--- src/pkg/osd_consts.svh ---
// timing constants and reset values for the off-state diagnostics block
// assumes inclusion by bare name from the design files
`ifndef OSD_CONSTS_SVH
`define OSD_CONSTS_SVH

`define OSD_PREDIV_128 9'd128
`define OSD_PREDIV_192 9'd192
`define OSD_PREDIV_256 9'd256
`define OSD_FILT_TICKS 4'd9
`define OSD_TESTED_TICKS 4'd9
`define OSD_FLAGS_RST 3'h0

`endif

--- src/pkg/osd_pkg.sv ---
// types shared by the off-state diagnostics design files
// assumes nothing beyond a SystemVerilog compiler
package osd_pkg;

  typedef struct packed {
    logic tested;
    logic short_ground_fault_flag;
    logic open_load_off_fault_flag;
  } osd_flags_t;

  typedef struct packed {
    logic open_load_raw;
    logic short_ground_raw;
  } osd_raw_t;

  typedef enum {
    OSD_ON,
    OSD_OFF_RUN,
    OSD_OFF_DONE
  } osd_phase_t;

endpackage : osd_pkg

--- src/hdl/osd_prediv.sv ---
// predivider producing a one-cycle diagnostic tick enable
// assumes the select bits come from logic on the same clock
`timescale 1ns/100ps
`include "osd_consts.svh"
module osd_prediv (
  // clock and reset
  input wire logic sys_clk_i,
  input wire logic rst_i,
  // divider select
  input wire logic [1:0] sel_i,
  // tick enable
  output logic tick_o
);

  logic [8:0] cnt_q;
  logic [8:0] div;

  always_comb begin
    case (sel_i)
      2'h0: div = `OSD_PREDIV_128;
      2'h3: div = `OSD_PREDIV_256;
      default: div = `OSD_PREDIV_192;
    endcase
  end

  always_ff @(posedge sys_clk_i or posedge rst_i) begin
    if (rst_i) begin
      cnt_q <= 9'h0;
    end else if (cnt_q >= div - 9'h1) begin
      cnt_q <= 9'h0;
    end else begin
      cnt_q <= cnt_q + 9'h1;
    end
  end

  assign tick_o = (cnt_q == 9'h0);

endmodule : osd_prediv

--- src/hdl/osd_filter.sv ---
// fault filter: raw high for the filter count of ticks sets the output,
// raw low drops it at once; clear restarts the count
// assumes raw input is already synchronised
`timescale 1ns/100ps
`include "osd_consts.svh"
module osd_filter (
  // clock and reset
  input wire logic sys_clk_i,
  input wire logic rst_i,
  // control
  input wire logic tick_i,
  input wire logic clr_i,
  input wire logic raw_i,
  // filtered result
  output logic filt_o
);

  logic [3:0] cnt_q;
  logic raw_q;

  always_ff @(posedge sys_clk_i or posedge rst_i) begin
    if (rst_i) begin
      raw_q <= 1'b0;
    end else begin
      raw_q <= raw_i;
    end
  end

  always_ff @(posedge sys_clk_i or posedge rst_i) begin
    if (rst_i) begin
      cnt_q <= 4'h0;
    end else if (clr_i || !raw_i || (raw_i && !raw_q)) begin
      cnt_q <= 4'h0;
    end else if (tick_i && cnt_q != `OSD_FILT_TICKS) begin
      cnt_q <= cnt_q + 4'h1;
    end
  end

  assign filt_o = raw_i && (cnt_q == `OSD_FILT_TICKS);

endmodule : osd_filter

--- src/hdl/osd_core.sv ---
// off-state diagnostics for four gate drive channels with over-voltage
// shutdown; assumes sense comparators and the over-voltage level arrive
// from pins, gate requests and fault read strobe come from local logic
`timescale 1ns/100ps
`include "osd_consts.svh"
module osd_core #(
  parameter int NCH = 4
) (
  // clock and reset
  input wire logic sys_clk_i,
  input wire logic rst_i,
  // configuration
  input wire logic timer_prescale_sel_hi_i,
  input wire logic timer_prescale_sel_lo_i,
  // gate requests from current control and gate pins
  input wire logic [NCH-1:0] gate_req_i,
  output logic [NCH-1:0] gate_drive_output_o,
  // raw comparator inputs, asynchronous
  input wire osd_pkg::osd_raw_t [NCH-1:0] raw_i,
  input wire logic overvoltage_raw_i,
  // fault register read strobe, one cycle
  input wire logic fault_read_i,
  // status
  output osd_pkg::osd_flags_t [NCH-1:0] flags_o,
  output logic [NCH-1:0] open_load_filtered_o,
  output logic [NCH-1:0] short_ground_filtered_o,
  output logic overvoltage_flag_o,
  output logic integrator_hold_o
);

  // ****************************************
  // input synchronisers and predivider
  // ****************************************
  logic [2:0] ov_sync_q;
  logic ov_q;
  logic [NCH-1:0] ol_s1_q, ol_s2_q, ol_s3_q, ol_q;
  logic [NCH-1:0] sg_s1_q, sg_s2_q, sg_s3_q, sg_q;
  logic tick;

  always_ff @(posedge sys_clk_i or posedge rst_i) begin
    if (rst_i) begin
      ov_sync_q <= 3'h0;
      ov_q <= 1'b0;
    end else begin
      ov_sync_q <= {ov_sync_q[1:0], overvoltage_raw_i};
      if (ov_sync_q[1] == ov_sync_q[2]) begin
        ov_q <= ov_sync_q[2];
      end
    end
  end

  always_ff @(posedge sys_clk_i or posedge rst_i) begin
    if (rst_i) begin
      ol_s1_q <= '0;
      ol_s2_q <= '0;
      ol_s3_q <= '0;
      ol_q <= '0;
      sg_s1_q <= '0;
      sg_s2_q <= '0;
      sg_s3_q <= '0;
      sg_q <= '0;
    end else begin
      for (int i = 0; i < NCH; i++) begin
        ol_s1_q[i] <= raw_i[i].open_load_raw;
        sg_s1_q[i] <= raw_i[i].short_ground_raw;
        if (ol_s2_q[i] == ol_s3_q[i]) begin
          ol_q[i] <= ol_s3_q[i];
        end
        if (sg_s2_q[i] == sg_s3_q[i]) begin
          sg_q[i] <= sg_s3_q[i];
        end
      end
      ol_s2_q <= ol_s1_q;
      ol_s3_q <= ol_s2_q;
      sg_s2_q <= sg_s1_q;
      sg_s3_q <= sg_s2_q;
    end
  end

  osd_prediv u_prediv (
    .sys_clk_i(sys_clk_i),
    .rst_i(rst_i),
    .sel_i({timer_prescale_sel_hi_i, timer_prescale_sel_lo_i}),
    .tick_o(tick)
  );

  // ****************************************
  // over-voltage response
  // ****************************************
  // only gates and integrator respond; nothing else is gated by ov_q
  assign overvoltage_flag_o = ov_q;
  assign integrator_hold_o = ov_q;

  always_ff @(posedge sys_clk_i or posedge rst_i) begin
    if (rst_i) begin
      gate_drive_output_o <= '0;
    end else begin
      gate_drive_output_o <= ov_q ? '0 : gate_req_i;
    end
  end

  // ****************************************
  // per-channel diagnostics
  // ****************************************
  logic [NCH-1:0] gate_prev_q;

  always_ff @(posedge sys_clk_i or posedge rst_i) begin
    if (rst_i) begin
      gate_prev_q <= '0;
    end else begin
      gate_prev_q <= gate_drive_output_o;
    end
  end

  for (genvar c = 0; c < NCH; c++) begin : g_ch
    logic fell, rose, off, clr_filt;
    logic [3:0] tt_q;
    logic tt_exp, tt_exp_q, tt_hit;
    logic ol_f, sg_f;
    osd_pkg::osd_phase_t phase_q;
    osd_pkg::osd_flags_t fl_q;

    assign fell = gate_prev_q[c] && !gate_drive_output_o[c];
    assign rose = !gate_prev_q[c] && gate_drive_output_o[c];
    assign off = !gate_drive_output_o[c];
    assign clr_filt = fell || fault_read_i || !off;
    assign tt_exp = (phase_q == osd_pkg::OSD_OFF_DONE);
    // expiry counts once as an event, so a read while expired clears it
    assign tt_hit = tt_exp && !tt_exp_q;

    osd_filter u_ol (
      .sys_clk_i(sys_clk_i),
      .rst_i(rst_i),
      .tick_i(tick),
      .clr_i(clr_filt),
      .raw_i(ol_q[c]),
      .filt_o(ol_f)
    );

    osd_filter u_sg (
      .sys_clk_i(sys_clk_i),
      .rst_i(rst_i),
      .tick_i(tick),
      .clr_i(clr_filt),
      .raw_i(sg_q[c]),
      .filt_o(sg_f)
    );

    // filtered signals held low while gate is high
    assign open_load_filtered_o[c] = ol_f && off;
    assign short_ground_filtered_o[c] = sg_f && off;

    // tested timer, runs in every mode while the gate is low
    always_ff @(posedge sys_clk_i or posedge rst_i) begin
      if (rst_i) begin
        phase_q <= osd_pkg::OSD_ON;
        tt_q <= 4'h0;
      end else begin
        case (phase_q)
          osd_pkg::OSD_ON: begin
            tt_q <= 4'h0;
            if (off) begin
              phase_q <= osd_pkg::OSD_OFF_RUN;
            end
          end
          osd_pkg::OSD_OFF_RUN: begin
            if (rose || !off) begin
              phase_q <= osd_pkg::OSD_ON;
              tt_q <= 4'h0;
            end else if (fault_read_i || fell) begin
              tt_q <= 4'h0;
            end else if (tick) begin
              if (tt_q == `OSD_TESTED_TICKS - 4'h1) begin
                phase_q <= osd_pkg::OSD_OFF_DONE;
              end
              tt_q <= tt_q + 4'h1;
            end
          end
          osd_pkg::OSD_OFF_DONE: begin
            if (!off) begin
              phase_q <= osd_pkg::OSD_ON;
              tt_q <= 4'h0;
            end else if (fault_read_i) begin
              phase_q <= osd_pkg::OSD_OFF_RUN;
              tt_q <= 4'h0;
            end
          end
          default: begin
            phase_q <= osd_pkg::OSD_ON;
            tt_q <= 4'h0;
          end
        endcase
      end
    end

    // delayed expiry level for the expiry event
    always_ff @(posedge sys_clk_i or posedge rst_i) begin
      if (rst_i) begin
        tt_exp_q <= 1'b0;
      end else begin
        tt_exp_q <= tt_exp;
      end
    end

    // latched flags: a set in the read cycle wins over the clear
    always_ff @(posedge sys_clk_i or posedge rst_i) begin
      if (rst_i) begin
        fl_q <= `OSD_FLAGS_RST;
      end else begin
        if (fault_read_i) begin
          fl_q <= `OSD_FLAGS_RST;
        end
        if (tt_hit) begin
          fl_q.tested <= 1'b1;
        end
        if (short_ground_filtered_o[c] && tt_exp) begin
          fl_q.short_ground_fault_flag <= 1'b1;
        end
        if (!short_ground_filtered_o[c] && open_load_filtered_o[c]) begin
          fl_q.open_load_off_fault_flag <= 1'b1;
        end
      end
    end

    assign flags_o[c] = fl_q;

  end
endmodule : osd_core

--- config.mk ---
export PLATFORM = sky130hd
export DESIGN_NAME = osd_core
export DESIGN_NICKNAME = d
export VERILOG_FILES = /design/src/pkg/osd_pkg.sv /design/src/hdl/osd_prediv.sv /design/src/hdl/osd_filter.sv /design/src/hdl/osd_core.sv
export VERILOG_INCLUDE_DIRS = /design/src /design/src/pkg
export SDC_FILE = /design/constraint.sdc
export NUM_CORES = 1
export LEC_CHECK = 0
export BUFFER_PORTS_ARGS = -buffer_cell sky130_fd_sc_hd__buf_2
export CAP_MARGIN = 15
export CORE_AREA = 2 2 101 103
export CTS_CLUSTER_DIAMETER = 150
export DETAILED_ROUTE_END_ITERATION = 16
export DIE_AREA = 0 0 103 105
export GPL_TIMING_DRIVEN = 0
export PLACE_DENSITY = 0.76
export SLEW_MARGIN = 20
export SYNTH_ARGS = -nofsm -noshare
export SYNTH_HDL_FRONTEND = slang
export SYNTH_SLANG_ARGS = --single-unit
--- constraint.sdc ---
create_clock -name sys_clk_i -period 11.5 [get_ports sys_clk_i]
set_clock_uncertainty 0.05 [all_clocks]
set_input_delay 2.3 -clock sys_clk_i [delete_from_list [all_inputs] [get_ports sys_clk_i]]
set_output_delay 2.3 -clock sys_clk_i [all_outputs]
set_load 0.02 [all_outputs]
# Word level (Yosys, flattened, before mapping)
# Cells that the tools add are included.
dict set report classes {
  n_reduce_logical 146
  add_sub_neg 14
  order_cmp 1
  muxes 82
  n_eq_ne 66
}
# cell count
set ops {}
lappend ops {{32-bit 2-to-1 mux} 25}
lappend ops {{32-bit case mux with 3 select lines} 4}
lappend ops {{4-bit 2-to-1 mux} 34}
lappend ops {{32-bit by 1-bit == test with 1-bit output, second input constant} 4}
lappend ops {{32-bit by 2-bit == test with 1-bit output, second input constant} 4}
lappend ops {{32-bit by 3-bit == test with 1-bit output, second input constant} 4}
lappend ops {{32-bit zero test} 4}
lappend ops {{1-bit logical AND} 52}
lappend ops {{4-bit by 1-bit adder with 4-bit output, second input constant} 12}
lappend ops {{4-bit == test, second input constant} 12}
lappend ops {{2-bit nonzero test} 20}
lappend ops {{3-bit inequality test, second input constant} 12}
lappend ops {{1-bit zero test} 32}
lappend ops {{4-bit inequality test, second input constant} 8}
lappend ops {{4-bit case mux with 2 select lines} 4}
lappend ops {{1-bit logical OR} 28}
lappend ops {{5-bit AND reduction} 4}
lappend ops {{9-bit case mux with 2 select lines} 1}
lappend ops {{4-bit by 3-bit inequality test with 1-bit output, second input constant} 4}
lappend ops {{1-bit 2-to-1 mux} 12}
lappend ops {{3-bit by 2-bit inequality test with 1-bit output, second input constant} 4}
lappend ops {{9-bit by 1-bit adder with 9-bit output, second input constant} 1}
lappend ops {{1-bit == test} 9}
lappend ops {{9-bit greater-or-equal comparator} 1}
lappend ops {{other kinds (8)} 14}
dict set report word_totals {
  elab_cells 368
  out_inout_bits 26
  register_bits 253
  input_bits 18
}

# Logic depth before layout (Yosys ltp)
dict set report depth {
  depth_word 7
  depth_mapped 8
  ltp_nobuf 7
}

# Modules after synthesis
# Synthesis repeated with hierarchy kept, for this count alone.
dict set report hier_totals {
  hier_cells 542
  area_unflattened_um2 6158.4
}
# mod area_per_inst_um2 seq_area_each_um2 cells_each instances
set modules_own_cells {}
lappend modules_own_cells {osd_core 3314.4 2102.0 258 1}
lappend modules_own_cells {{osd_filter (g_ch[0].u_sg ...)} 277.8 125.1 27 7}
lappend modules_own_cells {osd_prediv 624.3 225.2 68 1}
lappend modules_own_cells {{osd_filter (g_ch[0].u_ol)} 275.3 125.1 27 1}

# Worst setup path after synthesis
# Ideal clock, no wire load.
dict set report synth_path {
  kind {register -> output}
  from {reg g_ch[0].u_sg.cnt_q[1]}
  to {out short_ground_filtered_o[0]}
  t_required_ps 9150
  slack_ps 7785
  stages_incl_launch_ff 5
  arrival_ps 1365
  path_buffers 0
  cell_sequence {dfrtp_1 -> inv_1 -> ha_1 -> nand3b_1 -> nor3b_1}
}
dict set report synth_via {
  elab_chain_cells 3
}
# item line
set synth_rtl {}
lappend synth_rtl {{from (decl)} osd_filter.sv:18} ;# logic [3:0] cnt_q;
lappend synth_rtl {{from (signal assigned)} osd_filter.sv:35} ;# cnt_q <= cnt_q + 4'h1;
lappend synth_rtl {{4-bit == test (no line)} -}
lappend synth_rtl {{1-bit logical AND} osd_filter.sv:39} ;# assign filt_o = raw_i && (cnt_q == `OSD_FILT_TICKS);
lappend synth_rtl {{1-bit logical AND} osd_core.sv:151} ;# assign short_ground_filtered_o[c] = sg_f && off;
lappend synth_rtl {{to (decl)} osd_core.sv:26} ;# output logic [NCH-1:0] short_ground_filtered_o,
# No other way between the ends.

# Worst setup path in the final report
# Ends and elaborated chain as after synthesis.

==> qor.yml <==
cts_root_buf: "clkbuf_8"
antenna_found_initial: 0
finalSetupViolCount: 0
synth_async_sr_flop_share_pct: 100
wire_per_inst_um: 16.7
layout_worst_path_cycle_share_pct: 38.9
drc: 0
ant_nets: 0
yosys.area.top_type: "dfrtp_1"
crit_family: "simple AND/OR/NAND/NOR gates"
slew_violations: 0
syn-instance-count: 489
cts_resized: 0
ys_types: 53
crit_chain: "inv_1, ha_1, nand3b_1, nor3b_1, buf_2"
nets: 601
cp.buffers_inverters: 2
status: "completed"
arrival_ps: 2130
synth_ff_type: "dfrtp_1"
synth.area.top_cells: "dfrtp_1, ha_1, xor2_1"
fmax_mhz: 223
path_clk_slew_ps: 60
worst-r2r-setup-slack_ps: 9320
hold_ws_ps: 297
cts_made_buffers: 17
synth_nets: 538
initial_core_util_pct: 59.7
hold_violations: 0
grt_overflow: 0
synth.ff_latch_count: 133
wirelength_um: 11700
drv_cap: 0
path_class: "flip-flop to primary output"
grt_max_degree: 104
die-height_um: 105
synth-edff-count: 0
worstMarginPinSlew_ps: 735
required_ps: 9150
setup_tns_ps: 0
row_count: 36
netlist_area_um2: 5760
cts_buffer_depth: 2
worst_path_largest_cell_delay_ps: 550
synth_warnings: 0
endpoint_kind: "primary output"
dp_hpwl_um: 7690
r2r-start: "u_prediv.cnt_q[0]"
vias_per_cell: 5.75
power.density_nw_per_um2: 158
cts_hold_buf: 0
worstSetupStartpoint: "g_ch[0].u_sg.cnt_q[1]"
synth_top_area_share_pct: 57.8
cts.sinks: 133
grt_pass1_vias: 4004
p_leak_nw: 3.16
avgSynthCellArea_um2: 11.8
num_io_pins: 44
hold_class: "flip-flop to flip-flop"
post-cts-setup-buffer-count: 0
pre_cts_ws_ps: 7450
die_w_um: 103
antenna_cells: 0
placement.io_buffers: 43
cpMaxStageDelayCell: "nor3b_1"
drive_gt1_share_pct: 17.0
place_congestion: 0.801
cts_tree: "yes"
fp.coreArea_um2: 9640
grt_usage_pct: 23.4
final.min_clock_period_ps: 4480
final_util_pct: 70.2
drt_iter0_drc: 232
drtPass1Iterations: 5
ys_seq_area_share_pct: 57.8
top_usage_layer: "met2"
num_vias: 4013
clk_latency_ps: 530
min_from: "sg_s1_q[0]"
start_kind: "flip-flop"
use_met1_pct: 32.1
rsz0062_at_grt: "no"
cp_max_fo: 5
ir_drop_uv: 123
setup_ws_ps: 7020
grtUsageMet3_pct: 5.95
maxSlewHeadroom_pct: 51.0
syn2layout_area_growth_pct: 17.6
grt_first_pass_wirelength_um: 19400
h-tree-depth: 4
die_area_um2: 10800
met2_usage_pct: 36.0
==> power by group <==
part	leakage [nW]	internal (mW)	switching [mW]
registers	1.72	0.482	0.0120
clock network	0.290	0.321	0.216
logic	1.15	0.0138	0.0252
total	3.16	0.817	0.254
==> metrics by stage <==
| step | power, mW | area (um^2) | cells |
|---|---|---|---|
| after detailed placement | 0.542 | 6170 | 666 |
| after global routing | 1.11 | 6770 | 698 |
| final | 1.07 | 6770 | 698 |
| after CTS | 1.08 | 6770 | 698 |
| after global placement | 0.539 | 6140 | 665 |
| after floorplan | 0.524 | 5760 | 489 |
==> path summary, 6_finish.rpt <==
kind                       cells after the start                          to
min in group asynchronous                      2                     sg_q[3]
min                                            0                  sg_s2_q[0]
max reg2reg                                    7       g_ch[2].u_ol.cnt_q[1]
max                                            5  short_ground_filtered_o[0]
max in group asynchronous                      3                     ol_q[1]
min reg2reg                                    0                  sg_s2_q[0]
==> final cells by class <==
type                       instances  area, um^2
tap                              133         166
timing repair buffer              44         243
fill                             710        2870
sequential                       133        3330
clock inverter                    14         166
clock buffer                      18         428
inverter                          35         139
buffer                            13        66.3
multi-input combinational        308        2230
==> per-layer routing <==
| layer | part of all wire [%] | vias up |
|---|---|---|
| li1 | - | 1853 |
| met1 | 44 | 2045 |
| met2 | 49 | 100 |
| met3 | 5.5 | 15 |
| met4 | 1.6 | 0 |
| met5 | 0 | - |
==> cells by family after synthesis <==
logic type,after synthesis,share of synthesized area (%)
and+or+nand+nor,164,15.9
DFF,133,57.8
AOI/OAI and AO/OA,67,8.74
buffers and inverters,48,3.43
adders and majority gates,40,8.30
xor gates and xnor gates,33,5.02
muxes,4,0.761
==> registers in the layout, summed over array words and instances (netlist names) <==
name / count
sg_q: 4
u_prediv.cnt_q: 9
gate_drive_output_o: 4
ov_sync_q: 3
flags_o: 12
g_ch.u_ol.raw_q: 4
ol_s1_q: 4
gate_prev_q: 4
sg_s1_q: 4
g_ch.tt_exp_q: 4
g_ch.u_sg.cnt_q: 16
sg_s3_q: 4
g_ch.phase_q: 8
g_ch.u_sg.raw_q: 4
ol_q: 4
sg_s2_q: 4
integrator_hold_o: 1
g_ch.tt_q: 16
ol_s2_q: 4
ol_s3_q: 4
g_ch.u_ol.cnt_q: 16
==> synth_stat cells (all sizes together) (10+ instances only) <==
master  count
a21oi      10
and3       10
dfrtp     133
ha         31
inv        34
nand3      38
nand4      11
nor2       40
xor2       31
==> cells in the final DEF (no fill, tap or decap), drive strengths merged, types with 6 or more instances in the layout <==
| cell type | count |
|---|---|
| xor2 | 31 |
| ha | 31 |
| nor2 | 40 |
| and3 | 10 |
| dfrtp | 133 |
| nand3b | 9 |
| a31oi | 7 |
| nor3b | 9 |
| inv | 41 |
| o2bb2ai | 6 |
| nor2b | 6 |
| maj3 | 9 |
| nor3 | 9 |
| nand3 | 38 |
| a22o | 6 |
| nand2b | 9 |
| a21oi | 10 |
| nand2 | 7 |
| clkbuf | 22 |
| buf | 53 |
| o21ai | 8 |
| nand4 | 11 |
Power figures use the tool's default switching activity.
